### src/verilog/txd_pkg.sv
// Shared constants and types for the transmit descriptor decoder
package txd_pkg;

  // ---------------------------------------------------------------
  // Sizes
  // ---------------------------------------------------------------
  localparam int unsigned DESC_W = 128;
  localparam int unsigned FIFO_DEPTH = 16;

  // ---------------------------------------------------------------
  // Command byte bit positions (context shares ext, report and delay; its TUCMD bits 0-2 differ)
  // ---------------------------------------------------------------
  localparam int CMD_LAST = 0;
  localparam int CMD_FCS = 1;
  localparam int CMD_SUM = 2;
  localparam int CMD_REPORT = 3;
  localparam int CMD_EXT = 5;
  localparam int CMD_VLAN = 6;
  localparam int CMD_DELAY = 7;
  localparam int TUCMD_TCP = 0;
  localparam int TUCMD_IP = 1;
  localparam int TUCMD_SEG = 2;
  localparam int EXT_STAMP = 0;
  localparam int STA_DONE = 0;

  // ---------------------------------------------------------------
  // Encodings and reset values
  // ---------------------------------------------------------------
  localparam logic [3:0] TYPE_CONTEXT = 4'h0;
  localparam logic [3:0] STATUS_DONE = 4'h1;
  localparam logic [15:0] SUM_END_TO_EOP = 16'h0000;

  typedef enum logic [1:0] {
    ST_IDLE = 2'b00,
    ST_FETCH = 2'b01,
    ST_FINISH = 2'b11
  } txd_state_e;

  typedef struct packed {
    logic [15:0] special;
    logic [7:0] sum_begin;
    logic [3:0] extcmd;
    logic [3:0] sta;
    logic [7:0] cmd;
    logic [7:0] sum_place;
    logic [15:0] length;
    logic [63:0] addr;
  } txd_legacy_s;

  typedef struct packed {
    logic [15:0] seg_size;
    logic [7:0] hdr_len;
    logic [3:0] rsv;
    logic [3:0] sta;
    logic [7:0] tucmd;
    logic [3:0] desc_type;
    logic [19:0] pay_len;
    logic [15:0] l4_end;
    logic [7:0] l4_offset;
    logic [7:0] l4_start;
    logic [15:0] ip_end;
    logic [7:0] ip_offset;
    logic [7:0] ip_start;
  } txd_context_s;

  typedef struct packed {
    logic [7:0] ip_sum_start;
    logic [7:0] ip_sum_offset;
    logic [15:0] ip_sum_end;
    logic [7:0] l4_sum_start;
    logic [7:0] l4_sum_offset;
    logic [15:0] l4_sum_end;
    logic [15:0] max_segment_size;
    logic [7:0] header_length;
    logic [19:0] payload_length;
    logic segmentation_enable;
    logic is_ipv4;
    logic is_tcp;
  } txd_ctx_s;

  typedef struct packed {
    logic [15:0] total_len;
    logic vlan_insert;
    logic [15:0] vlan_type;
    logic [15:0] vlan_tag;
    logic append_fcs;
    logic sum_insert;
    logic [7:0] sum_start;
    logic [7:0] sum_offset;
    logic timestamp_req;
    logic ip_insert_ok;
    logic [15:0] ip_end;
    logic l4_insert_ok;
    logic [15:0] l4_end;
  } txd_pkt_s;

endpackage

### src/verilog/txd_offload_decode.sv
// Descriptor FIFO and transmit descriptor decoder
// Summary of operation
// - VLAN mode on, insert clear: plain frame, FCS only if append bit set.
// - VLAN insert: tag type from register, tag from descriptor, FCS added.
// - Extended-format bit zero means legacy data descriptor layout.
// - Report-status writes descriptor-done after fetch; never without it.
// - Zero address or length moves no data; still writes done if asked.
// - Insert-checksum: window runs from start byte to packet end.
// - Insert-checksum dropped if start >= length or offset >= length-1.
// - Append-FCS set appends FCS at packet end; clear appends none unless VLAN is inserted.
// - VLAN, FCS, offset and checksum bits honoured only at end-of-packet.
// - Timestamp-request bit asks for a time stamp on that packet.
// - Descriptor-done, status bit 0, written only after processing.
// - Descriptor VLAN tag ignored unless insert and end-of-packet set.
// - Extended format with type 0: context, loads offload parameters.
// - IP checksum start is a byte offset within first 256 bytes.
// - IP checksum offset beyond packet length: no insertion.
// - 16-bit IP checksum end; zero means run to end of packet.
// - Transport checksum fields behave like the IP ones.
// - Segmented frames are segment size plus header; last may be short.
// - First header-length bytes form the prototype header.
// - Payload-length bytes follow header; count flags the last frame.
// - Command bits: end 0, FCS 1, sum 2, report 3, ext 5, VLAN 6, delay 7.
// - Done with delay bit reloads countdown; interrupt when it expires.
// - Legacy checksum offset is eight bits, within first 256 bytes.
`timescale 1ns/100ps

// -----------------------------------------------------------------
// Descriptor FIFO
// -----------------------------------------------------------------
module txd_fifo #(
  parameter int unsigned WIDTH = txd_pkg::DESC_W,
  parameter int unsigned DEPTH = txd_pkg::FIFO_DEPTH
) (
  // Clock and reset
  input wire logic clk_i,
  input wire logic rst_b_i,
  // Fill side
  input wire logic in_valid_i,
  input wire logic [WIDTH-1:0] in_data_i,
  output logic in_ready_o,
  // Drain side
  output logic out_valid_o,
  output logic [WIDTH-1:0] out_data_o,
  input wire logic out_ready_i
);
  localparam int unsigned AW = $clog2(DEPTH);

  typedef struct packed {
    logic [AW:0] wr;
    logic [AW:0] rd;
  } txd_fifo_state_s;

  txd_fifo_state_s state_reg;
  txd_fifo_state_s state_next;
  logic [WIDTH-1:0] mem [DEPTH];
  logic push;
  logic pop;

  // Full when pointers differ only in the wrap bit
  assign in_ready_o = !((state_reg.wr[AW] != state_reg.rd[AW]) &&
                        (state_reg.wr[AW-1:0] == state_reg.rd[AW-1:0]));
  assign out_valid_o = (state_reg.wr != state_reg.rd);
  assign out_data_o = mem[state_reg.rd[AW-1:0]];
  assign push = in_valid_i && in_ready_o;
  assign pop = out_valid_o && out_ready_i;

  always_comb begin
    state_next = state_reg;
    if (push) begin
      state_next.wr = state_reg.wr + 1'b1;
    end
    if (pop) begin
      state_next.rd = state_reg.rd + 1'b1;
    end
  end

  always_ff @(posedge clk_i or negedge rst_b_i) begin
    if (!rst_b_i) begin
      state_reg <= '0;
    end else begin
      state_reg <= state_next;
    end
  end

  // Storage needs no reset; reads are gated by the pointers
  always_ff @(posedge clk_i) begin
    if (push) begin
      mem[state_reg.wr[AW-1:0]] <= in_data_i;
    end
  end
endmodule

// -----------------------------------------------------------------
// Decoder top
// -----------------------------------------------------------------
module txd_offload_decode #(
  parameter int unsigned FIFO_DEPTH = txd_pkg::FIFO_DEPTH
) (
  // Clock and reset
  input wire logic CLK_I,
  input wire logic RST_B_I,
  // Descriptor stream from the ring fetcher
  input wire logic DESC_VALID_I,
  input wire logic [127:0] DESC_I,
  output logic DESC_READY_O,
  // Configuration
  input wire logic VLAN_MODE_ENABLE_I,
  input wire logic [15:0] VLAN_ETHERTYPE_REG_I,
  input wire logic [15:0] TX_IRQ_DELAY_VALUE_I,
  // Data fetch
  output logic FETCH_REQ_O,
  output logic [63:0] FETCH_ADDR_O,
  output logic [15:0] FETCH_LEN_O,
  input wire logic FETCH_DONE_I,
  // Status write-back
  output logic WB_VALID_O,
  output logic [3:0] WB_STATUS_O,
  // Packet control at end of packet
  output logic PKT_VALID_O,
  output txd_pkg::txd_pkt_s PKT_O,
  // Offload context
  output txd_pkg::txd_ctx_s CTX_O,
  output logic [16:0] SEG_FRAME_LEN_O,
  output logic [15:0] SEG_HDR_BYTES_O,
  output logic SEG_LAST_FRAME_O,
  // Interrupt
  output logic TX_IRQ_O
);
  typedef struct packed {
    txd_pkg::txd_state_e st;
    logic [127:0] desc;
    logic fetch_req;
    logic wb_valid;
    logic pkt_valid;
    logic irq;
    logic irq_armed;
    logic [15:0] irq_cnt;
    logic mid_pkt;
    logic [15:0] pkt_len;
    logic [7:0] first_start;
    logic ts_acc;
    logic [15:0] hdr_left;
    logic [15:0] hdr_bytes;
    logic [19:0] pay_left;
    txd_pkg::txd_pkt_s pkt;
    txd_pkg::txd_ctx_s ctx;
  } txd_top_state_s;

  txd_top_state_s state_reg;
  txd_top_state_s state_next;
  logic fifo_valid;
  logic fifo_pop;
  logic [127:0] fifo_data;
  txd_pkg::txd_legacy_s leg_w;
  txd_pkg::txd_context_s ctx_w;
  txd_pkg::txd_legacy_s cur_w;

  function automatic logic [15:0] sum_end(input logic [15:0] fld,
                                          input logic [15:0] total);
    sum_end = (fld == txd_pkg::SUM_END_TO_EOP) ? total : fld;
  endfunction

  txd_fifo #(
    .WIDTH(txd_pkg::DESC_W),
    .DEPTH(FIFO_DEPTH)
  ) u_fifo (
    .clk_i(CLK_I),
    .rst_b_i(RST_B_I),
    .in_valid_i(DESC_VALID_I),
    .in_data_i(DESC_I),
    .in_ready_o(DESC_READY_O),
    .out_valid_o(fifo_valid),
    .out_data_o(fifo_data),
    .out_ready_i(fifo_pop)
  );

  assign leg_w = txd_pkg::txd_legacy_s'(fifo_data);
  assign ctx_w = txd_pkg::txd_context_s'(fifo_data);
  assign cur_w = txd_pkg::txd_legacy_s'(state_reg.desc);
  // Only one descriptor is in flight, so the FIFO stalls the ring
  assign fifo_pop = fifo_valid && (state_reg.st == txd_pkg::ST_IDLE);

  always_comb begin
    logic [15:0] hp;
    logic [15:0] total;
    logic [15:0] plen;
    logic last;
    logic vlan_on;
    hp = '0;
    total = '0;
    plen = '0;
    last = 1'b0;
    vlan_on = 1'b0;
    state_next = state_reg;
    state_next.wb_valid = 1'b0;
    state_next.pkt_valid = 1'b0;
    state_next.irq = 1'b0;
    if (state_reg.irq_armed) begin
      if (state_reg.irq_cnt == '0) begin
        state_next.irq = 1'b1;
        state_next.irq_armed = 1'b0;
      end else begin
        state_next.irq_cnt = state_reg.irq_cnt - 16'h0001;
      end
    end
    case (state_reg.st)
      txd_pkg::ST_IDLE: begin
        if (fifo_valid) begin
          state_next.desc = fifo_data;
          state_next.st = txd_pkg::ST_FINISH;
          if (!leg_w.cmd[txd_pkg::CMD_EXT]) begin
            if (!state_reg.mid_pkt) begin
              state_next.first_start = leg_w.sum_begin;
            end
            state_next.mid_pkt = 1'b1;
            state_next.ts_acc = state_reg.ts_acc |
                                leg_w.extcmd[txd_pkg::EXT_STAMP];
            if (leg_w.addr != '0 && leg_w.length != '0) begin
              state_next.st = txd_pkg::ST_FETCH;
              state_next.fetch_req = 1'b1;
            end
          end else if (ctx_w.desc_type == txd_pkg::TYPE_CONTEXT) begin
            state_next.ctx.ip_sum_start = ctx_w.ip_start;
            state_next.ctx.ip_sum_offset = ctx_w.ip_offset;
            state_next.ctx.ip_sum_end = ctx_w.ip_end;
            state_next.ctx.l4_sum_start = ctx_w.l4_start;
            state_next.ctx.l4_sum_offset = ctx_w.l4_offset;
            state_next.ctx.l4_sum_end = ctx_w.l4_end;
            state_next.ctx.max_segment_size = ctx_w.seg_size;
            state_next.ctx.header_length = ctx_w.hdr_len;
            state_next.ctx.payload_length = ctx_w.pay_len;
            state_next.ctx.segmentation_enable =
              ctx_w.tucmd[txd_pkg::TUCMD_SEG];
            state_next.ctx.is_ipv4 = ctx_w.tucmd[txd_pkg::TUCMD_IP];
            state_next.ctx.is_tcp = ctx_w.tucmd[txd_pkg::TUCMD_TCP];
            state_next.hdr_left = {8'h00, ctx_w.hdr_len};
            state_next.pay_left = ctx_w.pay_len;
          end
        end
      end
      txd_pkg::ST_FETCH: begin
        if (FETCH_DONE_I) begin
          state_next.fetch_req = 1'b0;
          state_next.st = txd_pkg::ST_FINISH;
          state_next.pkt_len = state_reg.pkt_len + cur_w.length;
          if (state_reg.ctx.segmentation_enable) begin
            // Header bytes come first, the rest counts as payload
            hp = (cur_w.length < state_reg.hdr_left) ?
                 cur_w.length : state_reg.hdr_left;
            plen = cur_w.length - hp;
            state_next.hdr_left = state_reg.hdr_left - hp;
            state_next.hdr_bytes = state_reg.hdr_bytes + hp;
            state_next.pay_left = (state_reg.pay_left > {4'h0, plen}) ?
              state_reg.pay_left - {4'h0, plen} : '0;
          end
        end
      end
      txd_pkg::ST_FINISH: begin
        state_next.st = txd_pkg::ST_IDLE;
        if (cur_w.cmd[txd_pkg::CMD_REPORT]) begin
          state_next.wb_valid = 1'b1;
          if (cur_w.cmd[txd_pkg::CMD_DELAY]) begin
            state_next.irq_armed = 1'b1;
            state_next.irq_cnt = TX_IRQ_DELAY_VALUE_I;
          end else begin
            state_next.irq = 1'b1;
            state_next.irq_armed = 1'b0;
            state_next.irq_cnt = '0;
          end
        end
        last = !cur_w.cmd[txd_pkg::CMD_EXT] && cur_w.cmd[txd_pkg::CMD_LAST];
        if (last) begin
          total = state_reg.pkt_len;
          vlan_on = VLAN_MODE_ENABLE_I && cur_w.cmd[txd_pkg::CMD_VLAN];
          state_next.pkt_valid = 1'b1;
          state_next.pkt.total_len = total;
          state_next.pkt.vlan_insert = vlan_on;
          state_next.pkt.vlan_type = vlan_on ? VLAN_ETHERTYPE_REG_I : '0;
          state_next.pkt.vlan_tag = vlan_on ? cur_w.special : '0;
          state_next.pkt.append_fcs =
            cur_w.cmd[txd_pkg::CMD_FCS] | vlan_on;
          state_next.pkt.sum_insert = cur_w.cmd[txd_pkg::CMD_SUM] &&
            ({8'h00, state_reg.first_start} < total) &&
            ({9'h000, cur_w.sum_place} + 17'h00001 < {1'b0, total});
          state_next.pkt.sum_start = state_reg.first_start;
          state_next.pkt.sum_offset = cur_w.sum_place;
          state_next.pkt.timestamp_req = state_reg.ts_acc;
          state_next.pkt.ip_insert_ok =
            ({8'h00, state_reg.ctx.ip_sum_offset} <= total);
          state_next.pkt.ip_end = sum_end(state_reg.ctx.ip_sum_end, total);
          state_next.pkt.l4_insert_ok =
            ({8'h00, state_reg.ctx.l4_sum_offset} <= total);
          state_next.pkt.l4_end = sum_end(state_reg.ctx.l4_sum_end, total);
          state_next.mid_pkt = 1'b0;
          state_next.pkt_len = '0;
          state_next.ts_acc = 1'b0;
        end
      end
      default: begin
        state_next.st = txd_pkg::ST_IDLE;
      end
    endcase
  end

  always_ff @(posedge CLK_I or negedge RST_B_I) begin
    if (!RST_B_I) begin
      state_reg <= '0;
    end else begin
      state_reg <= state_next;
    end
  end

  // -----------------------------------------------------------------
  // Outputs
  // -----------------------------------------------------------------
  assign FETCH_REQ_O = state_reg.fetch_req;
  assign FETCH_ADDR_O = cur_w.addr;
  assign FETCH_LEN_O = cur_w.length;
  assign WB_VALID_O = state_reg.wb_valid;
  assign WB_STATUS_O = state_reg.wb_valid ? txd_pkg::STATUS_DONE : '0;
  assign PKT_VALID_O = state_reg.pkt_valid;
  assign PKT_O = state_reg.pkt;
  assign CTX_O = state_reg.ctx;
  assign TX_IRQ_O = state_reg.irq;
  // Segment size only matters with segmentation on
  assign SEG_FRAME_LEN_O = state_reg.ctx.segmentation_enable ?
    ({1'b0, state_reg.ctx.max_segment_size} +
     {9'h000, state_reg.ctx.header_length}) : '0;
  assign SEG_HDR_BYTES_O = state_reg.hdr_bytes;
  assign SEG_LAST_FRAME_O = state_reg.ctx.segmentation_enable &&
    (state_reg.pay_left <= {4'h0, state_reg.ctx.max_segment_size});
endmodule

### config.mk
export PLATFORM = sky130hd
export DESIGN_NAME = txd_offload_decode
export DESIGN_NICKNAME = d
export VERILOG_FILES = /design/src/verilog/txd_pkg.sv /design/src/verilog/txd_offload_decode.sv
export SDC_FILE = /design/constraint.sdc
export NUM_CORES = 2
export LEC_CHECK = 0
export BUFFER_PORTS_ARGS = -buffer_cell sky130_fd_sc_hd__clkbuf_2
export CAP_MARGIN = 10
export CORE_MARGIN = 2
export CORE_UTILIZATION = 46
export DETAILED_ROUTE_END_ITERATION = 10
export GPL_ROUTABILITY_DRIVEN = 0
export PLACE_DENSITY = 0.72
export SLEW_MARGIN = 20
export SYNTH_ARGS = -nofsm -noshare
export SYNTH_HDL_FRONTEND = slang
export SYNTH_SLANG_ARGS = --single-unit
### constraint.sdc
create_clock -name CLK_I -period 7.15 [get_ports CLK_I]
set_input_delay 1.43 -clock CLK_I [delete_from_list [all_inputs] [get_ports CLK_I]]
set_output_delay 1.43 -clock CLK_I [all_outputs]
set_load 0.03 [all_outputs]
==> metrics <==
Mapped Avg Cell Area=about 18 sq um; period utilisation layout=between 90 and 100%; combinational family with the most area after synthesis=multiplexers; endpoint class of the critical path=register; placed cell count=8147; clock skew=about 0.070 ns; most common cell after layout, fill and taps aside=edfxtp_1; Tmin final=6.728 ns; CTS tree=built; Crit Path Max Fanout=14; DRT Wirelength=261.4 mm; pwr dens=489.8 nW/um^2; # rows=168; FF+latch count, synth=roughly 2400; HP Class=reg -> reg; Hold Path Origin=SEG_HDR_BYTES_O[15]; Die Y=between 400 and 500 um; most frequent cells in the layout=edfxtp_1 (1920), mux4_2 (548), clkbuf_2 (488), dfrtp_1 (431), nand2_1 (319); WP data arrival=7.49 ns; Starting DRT DRC Count=5877; yosys warns=0; required time worst endpoint=7.91 ns; die area=214800 sq um; final setup vio count=0; Leak=38.46 nW; clk slew on worst S/H paths=0.06 ns; Non-Filler Instances=8591; port bufs=489; Nets=5897; CTS root buffer=clkbuf_16; Initial Utilization=between 40% and 50%; initial antenna violation count=67; post-synthesis xor/xnor area fraction=1.010%; # H-tree levels=4; launching point of the worst reg2reg path=cur_w[68]; max incr delay on CP=0.51 ns; largest net degree at the start of global routing=around 170; FMAX=148.6 MHz; Synth Cell Area=97130 sq um; Worst-Margin Slew=1.245 ns; area of the core=209800 sq um; PnR worst setup slack=0.4223 ns; maxcap violations=0; vias=between 50000 and 60000; Fin Hold WS=approximately 0.48 ns; Relative slew margins=16.21%; Max Transition Viols Final=0; setup bufs post-CTS=0; Gate Count Post-Synth=5282; status=completed; Inserted Clock Buffers=about 230; cts hold-fix bufs=0; VDD IR-drop max=0.5182 mV; vias in the first global route=51560; number of flip-flops in the largest register=roughly 1900; Critical path buffers and inverters=2; cell family contributing the most delay on the critical path=compound AO/OA/AOI/OAI gates; IO Count=between 500 and 600; final hold vios=0; dpl ws=0.03890 ns; Skew-Pair Late Insertion Delay=about 0.89 ns; antenna-violating nets left=0; CTS resizes=0; compound-cell area share of the yosys netlist=3.514%; Adder-Cell Fraction of Synth Area=2.108%; Worst setup SP type=register; global-route wire length before repair=372.3 mm; WS Path Type=reg -> reg; Netlist cell types=between 60 and 70; via-per-instance ratio=6.031; slowest CP cell=or4_1; ys flop type=edfxtp_1; mux cell area share after synthesis=15.58%; drt first pass iters=5; RSZ-0062 raised after global routing=false; HPWL Detailed=159.6 mm; Sink Count=2355; Synth Area in Simple Gates=3.291%; chip width=463.5 um; Post-synth ARST share=18.47%; drt wl/cell=30.43 um; gr ovfl total=0; worst setup path startpoint=cur_w[68]; Post-synth EDFFs=1920; Fin Setup TNS=0 ns; CTS Buffer Depth=3; share of cells above drive strength 1=30.28%; gr usage total=between 20% and 30%; post-synthesis sequential area ratio=a little over two thirds; Area growth, synth to finish=11.64%; DRC errors left=0
-- cells in the mapped netlist (all sizes together) (38+ instances only) --
library cell,instances,area (sq um)
mux4,548,12340
mux2,214,2410
xnor2,73,639.4
dfrtp,435,10890
a21oi,125,625.6
a21o,46,345.3
ha,154,1927
nand3,45,230.2
clkbuf,110,412.9
buf,433,3088
nor2b,41,256.5
inv,82,307.8
mux2i,38,380.4
o21ai,183,915.9
xor2,39,341.6
nand2,319,1197
edfxtp,1920,57660
nor2,100,377.9
-- power breakdown --
group | switching [W] | internal (W)
combinational | 0.0134 | 0.00876
sequential | 0.00165 | 0.0171
clock | 0.00521 | 0.00696
total | 0.0203 | 0.0328
-- final cells by class --
class                   instances  area [sq um]
clock inverters               118          1255
multi-input cells            2303         24870
inverters                      83         311.5
diodes                         14         35.03
clock buffers                 312          6356
flip-flops and latches       2355         68560
well taps                    2805          3510
fillers                     16420        101300
repair buffers                601          3543
-- per-stage QoR --
stage	utilization (%)	power (W)	area [sq um]
2_1_floorplan	-	0.03445	97130
3_3_place_gp	48.02	0.04044	100700
3_5_place_dp	48.04	0.04091	100800
4_1_cts	51.67	0.05314	108400
5_1_grt	51.68	0.05534	108400
6_report	51.69	0.05311	108400
-- metal layers --
| metal | GRT usage [%] | share of wire, % |
|---|---|---|
| met5 | 0 | 0.16 |
| met4 | 9.278 | 3.9 |
| met3 | 6.427 | 9.4 |
| met2 | 37.55 | 47 |
| met1 | 32.23 | 39 |
-- final timing paths --
path / end / slack [ns] / cells past startpoint
max: state_reg[220] / 0.42 / 28
min: SEG_HDR_BYTES_O[15] / 0.48 / 1
max reg2reg: state_reg[220] / 0.42 / 28
min reg2reg: SEG_HDR_BYTES_O[15] / 0.48 / 1
max in group asynchronous: cur_w[59] / 5.05 / 2
min in group asynchronous: SEG_HDR_BYTES_O[9] / 0.60 / 1
-- kinds of logic after synthesis --
| group | Yosys count |
|---|---|
| AO/OA/AOI/OAI | 543 |
| XOR/XNOR | 112 |
| adder cells (fa/ha/maj) | 160 |
| buffers and inverters | 626 |
| flip-flops | 2355 |
| multiplexers | 800 |
| other | 1 |
| AND/OR/NAND/NOR | 685 |
Power figures use the tool's default switching activity.
